==> config.mk <==
export PLATFORM = sky130hd
export DESIGN_NAME = usb_cfg_dev_flat
export DESIGN_NICKNAME = d
export VERILOG_FILES = /design/src/usb_cfg_pkg.sv /design/src/usb_cfg_link_if.sv /design/src/clk_out_div.sv /design/src/usb_cfg_dev.sv /design/src/flat_wrapper.sv
export VERILOG_INCLUDE_DIRS = /design/src
export SDC_FILE = /design/constraint.sdc
export NUM_CORES = 1
export LEC_CHECK = 0
export CORE_ASPECT_RATIO = 0.75
export CORE_MARGIN = 3
export CORE_UTILIZATION = 64
export CTS_CLUSTER_SIZE = 20
export DETAILED_ROUTE_END_ITERATION = 16
export DONT_BUFFER_PORTS = 1
export GPL_TIMING_DRIVEN = 0
export PLACE_DENSITY = 0.89
export SYNTH_ARGS = -nofsm -noshare
export SYNTH_HDL_FRONTEND = slang
export SYNTH_SLANG_ARGS = --single-unit
==> constraint.sdc <==
create_clock -name i_clk -period 3.3 [get_ports i_clk]
set_clock_uncertainty 0.05 [all_clocks]
set_input_delay 0 -clock i_clk [delete_from_list [all_inputs] [get_ports i_clk]]
set_output_delay 0 -clock i_clk [all_outputs]
set_load 0.1 [all_outputs]
==> src/usb_cfg_map.svh <==
//
// Purpose: offsets, field positions, reset values and timing counts of the config block
// Assumes: clock of 200 MHz on both ends
// Notes: definitions only
//
`ifndef USB_CFG_MAP_SVH
`define USB_CFG_MAP_SVH

// ****************************************
// command codes on the parallel link
// ****************************************
`define CMD_HWCFG_WR 8'hBA
`define CMD_HWCFG_RD 8'hBB
`define CMD_IRQEN_WR 8'hC2
`define CMD_IRQEN_RD 8'hC3
`define CMD_MODE_WR 8'hB8
`define CMD_MODE_RD 8'hB9
`define CMD_DEV_RESET 8'hF6

// ****************************************
// hardware configuration fields
// ****************************************
`define HW_EXTERNAL_PULLUP_SELECT 14
`define HW_SLOW_CLOCK_DISABLE 13
`define HW_CLOCKS_ALWAYS_ON 12
`define HW_DIV_HI 11
`define HW_DIV_LO 8
`define HW_ACK_ONLY_DMA_MODE 7
`define HW_DMA_REQUEST_POLARITY 6
`define HW_DMA_ACK_POLARITY 5
`define HW_END_OF_TRANSFER_POLARITY 4
`define HW_WAKE_ON_SELECT 3
`define HW_SUSPEND_POWER_OFF 2
`define HW_IRQ_PULSE_MODE 1
`define HW_IRQ_POLARITY 0
`define HW_RESET 16'h2340
`define DIV_RESET 4'h3

// ****************************************
// interrupt enable and mode fields
// ****************************************
`define IE_RESET 32'h0000_0000
`define IE_USED_MASK 24'hFF_FF3F
`define MODE_RESET 8'h00
`define MODE_SOFT_ATTACH_ENABLE 0
`define MODE_GLOBAL_IRQ_ENABLE 3
`define MODE_SUSPEND_TRIGGER 5

// ****************************************
// controller registers on wishbone
// ****************************************
`define HOST_CTRL 8'h00
`define HOST_WDATA 8'h04
`define HOST_RDATA 8'h08
`define HOST_STATUS 8'h0C

// ****************************************
// timing
// ****************************************
`define CLK_PERIOD_NS 5
`define SUSPEND_DELAY_NS 2000000
`define SUSPEND_DELAY_CYC (`SUSPEND_DELAY_NS / `CLK_PERIOD_NS)
`define LAZY_PERIOD_NS 10000
`define LAZY_HALF_CYC (`LAZY_PERIOD_NS / (2 * `CLK_PERIOD_NS))
`define IRQ_PULSE_NS 166
`define IRQ_PULSE_CYC ((`IRQ_PULSE_NS + `CLK_PERIOD_NS - 1) / `CLK_PERIOD_NS)

`endif

==> src/usb_cfg_pkg.sv <==
//
// Purpose: shared types and byte helpers of the config link
// Assumes: nothing
// Notes: byte index 0 is the low byte
//
package usb_cfg_pkg;
  typedef logic [7:0] byte_t;
  typedef logic [23:0] irq_vec_t;
  typedef enum logic [1:0] {
    SEL_NONE = 2'h0,
    SEL_HW = 2'h1,
    SEL_IE = 2'h2,
    SEL_MODE = 2'h3
  } reg_sel_t;
  typedef enum logic [1:0] {
    H_IDLE = 2'h0,
    H_SEND = 2'h1,
    H_WAIT = 2'h2
  } host_state_t;

  function automatic logic [31:0] put_byte(input logic [31:0] v, input logic [1:0] i,
                                           input byte_t b);
    logic [31:0] r;
    r = v;
    r[{i, 3'h0} +: 8] = b;
    return r;
  endfunction : put_byte

  function automatic byte_t get_byte(input logic [31:0] v, input logic [1:0] i);
    return v[{i, 3'h0} +: 8];
  endfunction : get_byte
endpackage : usb_cfg_pkg

==> src/usb_cfg_link_if.sv <==
//
// Purpose: byte-wide command link between controller and device
// Assumes: both ends on one clock
// Notes: one req pulse per byte, ack one cycle later
//
`timescale 1ns/100ps
interface usb_cfg_link_if;
  logic req;
  logic is_cmd;
  logic wr;
  logic [7:0] wdata;
  logic ack;
  logic [7:0] rdata;
  modport dev(input req, input is_cmd, input wr, input wdata, output ack, output rdata);
  modport host(output req, output is_cmd, output wr, output wdata, input ack, input rdata);
endinterface : usb_cfg_link_if

==> src/clk_out_div.sv <==
//
// Purpose: divided clock output, period of div+1 reference ticks
// Assumes: i_ref_tick is a one-cycle pulse at the reference rate
// Notes: a divider of 0 holds the output high, as one tick is the shortest period
//
`timescale 1ns/100ps
`include "usb_cfg_map.svh"
module clk_out_div (
  input wire logic i_clk,
  input wire logic i_resetn,
  input wire logic i_run,
  input wire logic i_ref_tick,
  input wire logic [3:0] i_div,
  output logic o_clk
);
  logic [3:0] cnt_r;
  logic [3:0] div_r;
  logic out_r;

  // new divider is taken only at a period boundary, so no runt pulse appears
  wire wrap = (cnt_r >= div_r);
  wire [3:0] div_nxt = wrap ? i_div : div_r;
  wire [3:0] cnt_nxt = wrap ? 4'h0 : cnt_r + 4'h1;
  wire [4:0] half = ({1'b0, div_nxt} + 5'h2) >> 1;
  wire out_nxt = ({1'b0, cnt_nxt} < half);

  always_ff @(posedge i_clk or negedge i_resetn) begin
    if (!i_resetn) begin
      cnt_r <= 4'h0;
      div_r <= `DIV_RESET;
      out_r <= 1'b0;
    end else if (!i_run) begin
      cnt_r <= 4'h0;
      div_r <= i_div;
      out_r <= 1'b0;
    end else if (i_ref_tick) begin
      cnt_r <= cnt_nxt;
      div_r <= div_nxt;
      out_r <= out_nxt;
    end
  end

  assign o_clk = out_r;
endmodule : clk_out_div

==> src/usb_cfg_dev.sv <==
//
// Purpose: device end: hardware configuration, interrupt enable and mode registers
// Assumes: controller keeps the byte protocol of the link
// Notes: settings drive pull-up, clock output, suspend, dma pins and interrupt pin
`timescale 1ns/100ps
`include "usb_cfg_map.svh"
module usb_cfg_dev #(
  parameter int SUSPEND_DELAY_CYC = `SUSPEND_DELAY_CYC
) (
  input wire logic i_clk,
  input wire logic i_resetn,
  usb_cfg_link_if.dev link,
  input wire logic i_ref_tick,
  input wire usb_cfg_pkg::irq_vec_t i_irq_events,
  input wire logic i_usb_bus_reset,
  input wire logic i_usb_resume,
  input wire logic i_vbus,
  input wire logic i_cs_n,
  input wire logic i_dma_req,
  input wire logic i_dma_ack_line,
  input wire logic i_end_of_transfer_line,
  output logic o_clock_output_pin,
  output logic o_dp_pullup_en,
  output logic o_external_pullup,
  output logic o_ack_only_dma,
  output logic o_suspend_pin,
  output logic o_suspended,
  output logic o_clocks_stopped,
  output logic o_remote_wakeup,
  output logic o_irq_line,
  output logic o_dma_request_line,
  output logic o_dma_ack_active,
  output logic o_transfer_end
);
  import usb_cfg_pkg::*;

  // ****************************************
  // registers and link decode
  // ****************************************
  logic [15:0] hwcfg_r;
  logic [31:0] ie_r;
  logic [7:0] mode_r;
  reg_sel_t sel_r;
  logic dir_wr_r;
  logic [1:0] idx_r;
  logic in_range_r;
  logic ack_r;
  byte_t rdata_r;

  wire cmd_take = link.req & link.is_cmd;
  wire data_wr = link.req & ~link.is_cmd & link.wr;
  wire data_rd = link.req & ~link.is_cmd & ~link.wr;
  wire soft_reset = cmd_take & (link.wdata == `CMD_DEV_RESET);
  wire [7:0] cmd_even = {link.wdata[7:1], 1'b0};
  wire reg_sel_t cmd_sel = (cmd_even == `CMD_HWCFG_WR) ? SEL_HW :
                           (cmd_even == `CMD_IRQEN_WR) ? SEL_IE :
                           (cmd_even == `CMD_MODE_WR) ? SEL_MODE : SEL_NONE;
  // write codes are even, read codes odd
  wire cmd_is_wr = ~link.wdata[0];
  wire [1:0] last_idx = (sel_r == SEL_IE) ? 2'h3 : (sel_r == SEL_HW) ? 2'h1 : 2'h0;
  // bytes past the register length are acked but change nothing
  wire put_ok = data_wr & dir_wr_r & in_range_r & (sel_r != SEL_NONE);
  wire get_ok = data_rd & ~dir_wr_r & in_range_r & (sel_r != SEL_NONE);
  wire [31:0] cur_word = (sel_r == SEL_IE) ? ie_r :
                         (sel_r == SEL_HW) ? {16'h0000, hwcfg_r} : {24'h00_0000, mode_r};
  wire [31:0] wr_word = put_byte(cur_word, idx_r, link.wdata);
  wire byte_t rd_byte = get_byte(cur_word, idx_r);
  // suspend starts on the one-to-zero write of the trigger bit
  wire susp_go = put_ok & (sel_r == SEL_MODE) & mode_r[`MODE_SUSPEND_TRIGGER] &
                 ~link.wdata[`MODE_SUSPEND_TRIGGER];

  // ****************************************
  // configuration storage
  // ****************************************
  // usb bus reset is deliberately absent here: only hardware or command reset restores
  always_ff @(posedge i_clk or negedge i_resetn) begin
    if (!i_resetn) begin
      hwcfg_r <= `HW_RESET;
      ie_r <= `IE_RESET;
      mode_r <= `MODE_RESET;
    end else if (soft_reset) begin
      hwcfg_r <= `HW_RESET;
      ie_r <= `IE_RESET;
      mode_r <= `MODE_RESET;
    end else if (put_ok) begin
      // every bit is stored as written, reserved ones too
      if (sel_r == SEL_HW) hwcfg_r <= wr_word[15:0];
      if (sel_r == SEL_IE) ie_r <= wr_word;
      if (sel_r == SEL_MODE) mode_r <= wr_word[7:0];
    end
  end

  // ****************************************
  // command tracking and answers
  // ****************************************
  always_ff @(posedge i_clk or negedge i_resetn) begin
    if (!i_resetn) begin
      sel_r <= SEL_NONE;
      dir_wr_r <= 1'b0;
      idx_r <= 2'h0;
      in_range_r <= 1'b0;
      ack_r <= 1'b0;
      rdata_r <= 8'h00;
    end else begin
      ack_r <= link.req;
      if (cmd_take) begin
        sel_r <= cmd_sel;
        dir_wr_r <= cmd_is_wr;
        idx_r <= 2'h0;
        in_range_r <= 1'b1;
      end else if (data_wr | data_rd) begin
        idx_r <= idx_r + 2'h1;
        in_range_r <= in_range_r & (idx_r != last_idx);
      end
      if (data_rd) rdata_r <= get_ok ? rd_byte : 8'h00;
    end
  end

  assign link.ack = ack_r;
  assign link.rdata = rdata_r;

  // ****************************************
  // suspend sequencing
  // ****************************************
  logic susp_r;
  logic [18:0] dly_r;
  logic done_r;
  logic [9:0] lazy_cnt_r;
  logic lazy_r;
  logic wake_r;

  wire wake = susp_r & hwcfg_r[`HW_WAKE_ON_SELECT] & ~i_cs_n & i_vbus;
  wire leave = i_usb_resume | i_usb_bus_reset | wake | soft_reset;
  wire lazy_wrap = (lazy_cnt_r == 10'(`LAZY_HALF_CYC - 1));

  always_ff @(posedge i_clk or negedge i_resetn) begin
    if (!i_resetn) begin
      susp_r <= 1'b0;
      dly_r <= 19'h0_0000;
      done_r <= 1'b0;
      wake_r <= 1'b0;
    end else begin
      wake_r <= wake;
      if (leave) begin
        susp_r <= 1'b0;
        dly_r <= 19'h0_0000;
        done_r <= 1'b0;
      end else if (susp_go) begin
        susp_r <= 1'b1;
        dly_r <= 19'h0_0000;
        done_r <= 1'b0;
      end else if (susp_r && !done_r) begin
        dly_r <= dly_r + 19'h0_0001;
        done_r <= (dly_r == 19'(SUSPEND_DELAY_CYC - 1));
      end
    end
  end

  // slow clock runs only once the suspend delay has passed
  always_ff @(posedge i_clk or negedge i_resetn) begin
    if (!i_resetn) begin
      lazy_cnt_r <= 10'h000;
      lazy_r <= 1'b0;
    end else if (!done_r) begin
      lazy_cnt_r <= 10'h000;
      lazy_r <= 1'b0;
    end else begin
      lazy_cnt_r <= lazy_wrap ? 10'h000 : lazy_cnt_r + 10'h001;
      if (lazy_wrap) lazy_r <= ~lazy_r;
    end
  end

  // ****************************************
  // clock output
  // ****************************************
  logic div_clk;
  logic clock_output_pin_r;
  logic stopped_r;
  wire clocks_stop = done_r & ~hwcfg_r[`HW_CLOCKS_ALWAYS_ON];

  clk_out_div i_clk_out_div (
    .i_clk(i_clk),
    .i_resetn(i_resetn),
    .i_run(~clocks_stop),
    .i_ref_tick(i_ref_tick),
    .i_div(hwcfg_r[`HW_DIV_HI:`HW_DIV_LO]),
    .o_clk(div_clk)
  );

  always_ff @(posedge i_clk or negedge i_resetn) begin
    if (!i_resetn) begin
      clock_output_pin_r <= 1'b0;
      stopped_r <= 1'b0;
    end else begin
      stopped_r <= clocks_stop;
      clock_output_pin_r <= done_r ? (~hwcfg_r[`HW_SLOW_CLOCK_DISABLE] & lazy_r) : div_clk;
    end
  end

  // ****************************************
  // interrupt pin
  // ****************************************
  logic pend_r;
  logic [5:0] pulse_cnt_r;
  logic irq_r;
  wire pend = mode_r[`MODE_GLOBAL_IRQ_ENABLE] &
              (|(i_irq_events & ie_r[23:0] & `IE_USED_MASK));
  wire pulse_mode = hwcfg_r[`HW_IRQ_PULSE_MODE];
  wire irq_active = pulse_mode ? (pulse_cnt_r != 6'h00) : pend_r;

  // a new pulse needs the pending condition to go away first
  always_ff @(posedge i_clk or negedge i_resetn) begin
    if (!i_resetn) begin
      pend_r <= 1'b0;
      pulse_cnt_r <= 6'h00;
      irq_r <= 1'b1;
    end else begin
      pend_r <= pend;
      if (pulse_mode && pend && !pend_r) pulse_cnt_r <= 6'(`IRQ_PULSE_CYC);
      else if (pulse_cnt_r != 6'h00) pulse_cnt_r <= pulse_cnt_r - 6'h01;
      irq_r <= ~(irq_active ^ hwcfg_r[`HW_IRQ_POLARITY]);
    end
  end

  // ****************************************
  // dma pins, pull-up and suspend pin
  // ****************************************
  logic dma_request_line_r;
  logic dma_ack_line_r;
  logic eot_r;
  logic pullup_r;
  logic susp_pin_r;
  // request line is idle in ack-only mode
  wire dma_request_line_act = i_dma_req & ~hwcfg_r[`HW_ACK_ONLY_DMA_MODE];

  always_ff @(posedge i_clk or negedge i_resetn) begin
    if (!i_resetn) begin
      dma_request_line_r <= 1'b0;
      dma_ack_line_r <= 1'b0;
      eot_r <= 1'b0;
      pullup_r <= 1'b0;
      susp_pin_r <= 1'b0;
    end else begin
      dma_request_line_r <= ~(dma_request_line_act ^ hwcfg_r[`HW_DMA_REQUEST_POLARITY]);
      dma_ack_line_r <= ~(i_dma_ack_line ^ hwcfg_r[`HW_DMA_ACK_POLARITY]);
      eot_r <= ~(i_end_of_transfer_line ^ hwcfg_r[`HW_END_OF_TRANSFER_POLARITY]);
      pullup_r <= mode_r[`MODE_SOFT_ATTACH_ENABLE] &
                  ~hwcfg_r[`HW_EXTERNAL_PULLUP_SELECT];
      susp_pin_r <= susp_r & hwcfg_r[`HW_SUSPEND_POWER_OFF];
    end
  end

  assign o_clock_output_pin = clock_output_pin_r;
  assign o_dp_pullup_en = pullup_r;
  assign o_external_pullup = hwcfg_r[`HW_EXTERNAL_PULLUP_SELECT];
  assign o_ack_only_dma = hwcfg_r[`HW_ACK_ONLY_DMA_MODE];
  assign o_suspend_pin = susp_pin_r;
  assign o_suspended = susp_r;
  assign o_clocks_stopped = stopped_r;
  assign o_remote_wakeup = wake_r;
  assign o_irq_line = irq_r;
  assign o_dma_request_line = dma_request_line_r;
  assign o_dma_ack_active = dma_ack_line_r;
  assign o_transfer_end = eot_r;
endmodule : usb_cfg_dev

==> src/flat_wrapper.sv <==
// flat-port wrapper written by rule: the top's interface ports become plain ports
module usb_cfg_dev_flat import usb_cfg_pkg::*;
#(
  parameter int SUSPEND_DELAY_CYC = `SUSPEND_DELAY_CYC
)
  (i_clk, i_resetn, i_ref_tick, i_irq_events, i_usb_bus_reset, i_usb_resume, i_vbus, i_cs_n, i_dma_req, i_dma_ack_line, i_end_of_transfer_line, o_clock_output_pin, o_dp_pullup_en, o_external_pullup, o_ack_only_dma, o_suspend_pin, o_suspended, o_clocks_stopped, o_remote_wakeup, o_irq_line, o_dma_request_line, o_dma_ack_active, o_transfer_end, link_req, link_is_cmd, link_wr, link_wdata, link_ack, link_rdata);
  usb_cfg_link_if link_i ();
  input wire logic i_clk;
  input wire logic i_resetn;
  input wire logic i_ref_tick;
  input wire usb_cfg_pkg::irq_vec_t i_irq_events;
  input wire logic i_usb_bus_reset;
  input wire logic i_usb_resume;
  input wire logic i_vbus;
  input wire logic i_cs_n;
  input wire logic i_dma_req;
  input wire logic i_dma_ack_line;
  input wire logic i_end_of_transfer_line;
  output logic o_clock_output_pin;
  output logic o_dp_pullup_en;
  output logic o_external_pullup;
  output logic o_ack_only_dma;
  output logic o_suspend_pin;
  output logic o_suspended;
  output logic o_clocks_stopped;
  output logic o_remote_wakeup;
  output logic o_irq_line;
  output logic o_dma_request_line;
  output logic o_dma_ack_active;
  output logic o_transfer_end;
  input wire logic [$bits(link_i.req)-1:0] link_req;
  input wire logic [$bits(link_i.is_cmd)-1:0] link_is_cmd;
  input wire logic [$bits(link_i.wr)-1:0] link_wr;
  input wire logic [$bits(link_i.wdata)-1:0] link_wdata;
  output wire logic [$bits(link_i.ack)-1:0] link_ack;
  output wire logic [$bits(link_i.rdata)-1:0] link_rdata;
  assign link_i.req = link_req;
  assign link_i.is_cmd = link_is_cmd;
  assign link_i.wr = link_wr;
  assign link_i.wdata = link_wdata;
  assign link_ack = link_i.ack;
  assign link_rdata = link_i.rdata;
  usb_cfg_dev #(.SUSPEND_DELAY_CYC(SUSPEND_DELAY_CYC)) u_core (.i_clk(i_clk), .i_resetn(i_resetn), .link(link_i), .i_ref_tick(i_ref_tick), .i_irq_events(i_irq_events), .i_usb_bus_reset(i_usb_bus_reset), .i_usb_resume(i_usb_resume), .i_vbus(i_vbus), .i_cs_n(i_cs_n), .i_dma_req(i_dma_req), .i_dma_ack_line(i_dma_ack_line), .i_end_of_transfer_line(i_end_of_transfer_line), .o_clock_output_pin(o_clock_output_pin), .o_dp_pullup_en(o_dp_pullup_en), .o_external_pullup(o_external_pullup), .o_ack_only_dma(o_ack_only_dma), .o_suspend_pin(o_suspend_pin), .o_suspended(o_suspended), .o_clocks_stopped(o_clocks_stopped), .o_remote_wakeup(o_remote_wakeup), .o_irq_line(o_irq_line), .o_dma_request_line(o_dma_request_line), .o_dma_ack_active(o_dma_ack_active), .o_transfer_end(o_transfer_end));
endmodule
==> reports/results.ini <==
[pwr]
p_int_mw = 3.18
seqPwrFrac_pct = 42.5
leakage_nw = 3.26
p_sw_mw = 1.25
switching_share_pct = 28.2
p_comb_share_pct = 14.2
power_density_nw_per_um2 = 585
clockPowerShare_pct = 43.3
peakVddDrop_uv = 380

[routing]
num_vias = 5558
routed_wl_um = 18300
viasPerCell = 6.63
routedWlPerCell_um = 21.8
drc_errors = 0
firstDrtPassIters = 5
drt_iter0_markers = 717
final_antenna_net_count = 0

[critical_path]
r2r_end = u_core.hwcfg_r[3]
critPathMaxFanout = 9
rrSetupSlack_ns = 0.18
arrival_ns = 3.35
critPathLaunch = u_core.idx_r[0]
worstReg2RegStart = u_core.idx_r[0]
slowest_delay_ns = 0.84
slowest_stage = nor3_1
crit_type = flop to flop
reg2reg_depth = 6
worstPathRequired_ns = 3.54
crit_chain = buf_2 > clkinv_1 > ha_1 > nor3_1 > a21oi_1 > a211oi_1
critPathCaptureType = flop
crit_end = u_core.hwcfg_r[3]
worst_setup_path_start_kind = flop

[grt]
grt_usage_pct = 33.0
grt_pass1_vias = 5505
grt_pass1_wl_um = 28700
overflow = 0
grt_max_degree = 129
antenna_found_initial = 0

[clock_network]
cts.clk_slew.worst_paths_ns = 0.05
ctsHtreeMaxLevel = 4
worstSkewPairLatency_ns = 0.42
cts_sinks = 128
ctsLongestPathBuffers = 2
cts_buffers = 17
cts_tree = yes
root_buffer = clkbuf_16

[cells_and_area]
layout-drive-gt1-share_pct = 10.2
area_growth_pct = 16.1
nets = 760
design_area_um2 = 7570

[sta]
layout_min_cycle_time_ns = 3.12
hold_viol = 0
final-setup-viol-count = 0
min_period_over_period_pct = 94.4
timing.fmax_mhz = 321
drv_slew = 0
maxSlewHeadroom_pct = 18.5
fin_hold_ws_ns = 0.0385
finalSetupTns_ns = 0
worstMarginPinSlew_ns = 1.21
rsz0062_at_grt = false

[floorplan]
die_area_um2 = 11400
core_area_um2 = 9770
die_h_um = 93.4
dieWidth_um = 123
rows = 31
initial_core_util_pct = 66.7
pin_count = 66

[run]
max_cap_viol_count = 0

[placed_design]
post-dp-hpwl_um = 12100
routabilityCongestion = 1.00
placed_area_um2 = 6680
io_buffer_count = 0

[logic_synthesis]
synth_cell_type_count = 53
synthTopCellsByCount = dfrtp_1, nor2_1, nand2_1, a21oi_1, mux2i_1
synth_top_area_share_pct = 46.4
ys_top_cells_by_area = dfrtp_1, nor2_1, ha_1
synth_most_common_cell = dfrtp_1
synth_area_um2 = 6520
yosysWarnings = 0
syn-num-nets = 716
ys_seq_area_share_pct = 49.3
avgSynthCellArea_um2 = 10.0
syn_inst = 649
synth-async-reset-ratio_pct = 100
synth_largest_area_cell = dfrtp_1
synth-edff-count = 0
synthFlopType = dfrtp_1
ys_ff_latch = 128

[outcome]
status = completed

[hold_path]
hold_class = input pin to flop
min_from = link_wdata[0]
hold_depth = 5

## cells by family after synthesis
group / Yosys count / synth area share, %
simple gates: 246 / 18.2
compound gates: 131 / 13.9
flops: 128 / 49.3
mux: 44 / 7.08
buf+inv: 43 / 2.63
xor+xnor: 35 / 4.70
fa+ha+maj: 22 / 4.22
## state kept, by name, indices dropped and copies added, names as in the netlist, 4 cells and up
name                        count
u_core.dly_r                   19
u_core.i_clk_out_div.div_r      4
u_core.pulse_cnt_r              6
u_core.ie_r                    32
u_core.hwcfg_r                 16
u_core.mode_r                   8
u_core.link.rdata               8
u_core.lazy_cnt_r              10
u_core.i_clk_out_div.cnt_r      4
## stage by stage
step,power (mW),util (%),setup slack [ns],instances
2_1_floorplan,2.29,-,0.343,649
3_3_place_gp,2.40,68.4,0.130,781
3_5_place_dp,2.43,68.4,-0.0418,781
4_1_cts,4.41,77.3,0.0607,836
5_1_grt,4.58,77.4,0.0188,837
6_report,4.43,77.4,0.185,838
## layout by cell type (no fill, tap or decap), drive strengths merged, types with 3 or more instances in the layout
cell,netlist,layout
ha,22,22
clkinv,1,4
clkbuf,15,37
buf,9,11
nor2b,6,6
o21ai,22,22
xnor2,19,19
and2,6,6
nand2b,6,6
o221ai,8,8
nand3b,3,3
a22oi,19,19
dlygate4sd3,0,23
dfrtp,121,121
xor2,16,16
nor3,23,23
mux2,17,17
nand2,58,58
nor4,9,9
and3,9,9
nand3,12,12
nand4,10,10
or3,5,5
a21oi,27,27
inv,18,19
bufinv,0,3
a22o,15,15
nor2,89,89
mux2i,27,27
dfstp,7,7
a211oi,25,25
## area by class of cell
type	instances	area, um^2
sequential	128	3210
inverter	19	71.3
clock inverter	9	133
multi-input combinational	478	3150
buffer	24	104
clock buffer	22	464
fill	632	2210
antenna	1	2.50
tap	132	165
timing repair buffer	25	265
## per-layer routing
layer	track usage (%)	part of all wire [%]
met1	42.8	40
met2	51.3	46
met3	11.8	11
met4	12.1	3.4
met5	0	0
## how the worst min path moves through the flow
| stage | end |
|---|---|
| after floorplan | u_core.dir_wr_r |
| after global placement | u_core.dly_r[13] |
| final | u_core.ie_r[8] |
| after global routing | u_core.ie_r[8] |
| after CTS | u_core.ie_r[8] |
| after detailed placement | u_core.dly_r[14] |
## critical path, delay by kind of cell (launching register included)
family | cells | cell delay [ns]
and+or+nand+nor | 1 | 0.84
AOI/OAI and AO/OA | 2 | 0.65
buffers and inverters | 2 | 0.59
adders and majority gates | 1 | 0.49
DFF | 1 | 0.36
## power groups by stage
| stage | Clock, mW | Combinational [mW] | Sequential (mW) |
|---|---|---|---|
| after floorplan | 0 | 0.421 | 1.87 |
| after global placement | 0 | 0.503 | 1.89 |
| after detailed placement | 0 | 0.532 | 1.90 |
| after CTS | 1.92 | 0.614 | 1.88 |
| after global routing | 1.99 | 0.699 | 1.90 |
| final | 1.92 | 0.629 | 1.88 |
## timing repair
action / CTS / global route
hold buffers: 24 / 0
endpoints found under the hold margin: 219 / 0
setup buffers: 0 / 1
pin swaps: 0 / 2
gates resized for setup: 1 / 6
endpoints found under the setup margin: 1 / 1
(Power assumes the default switching activity.)
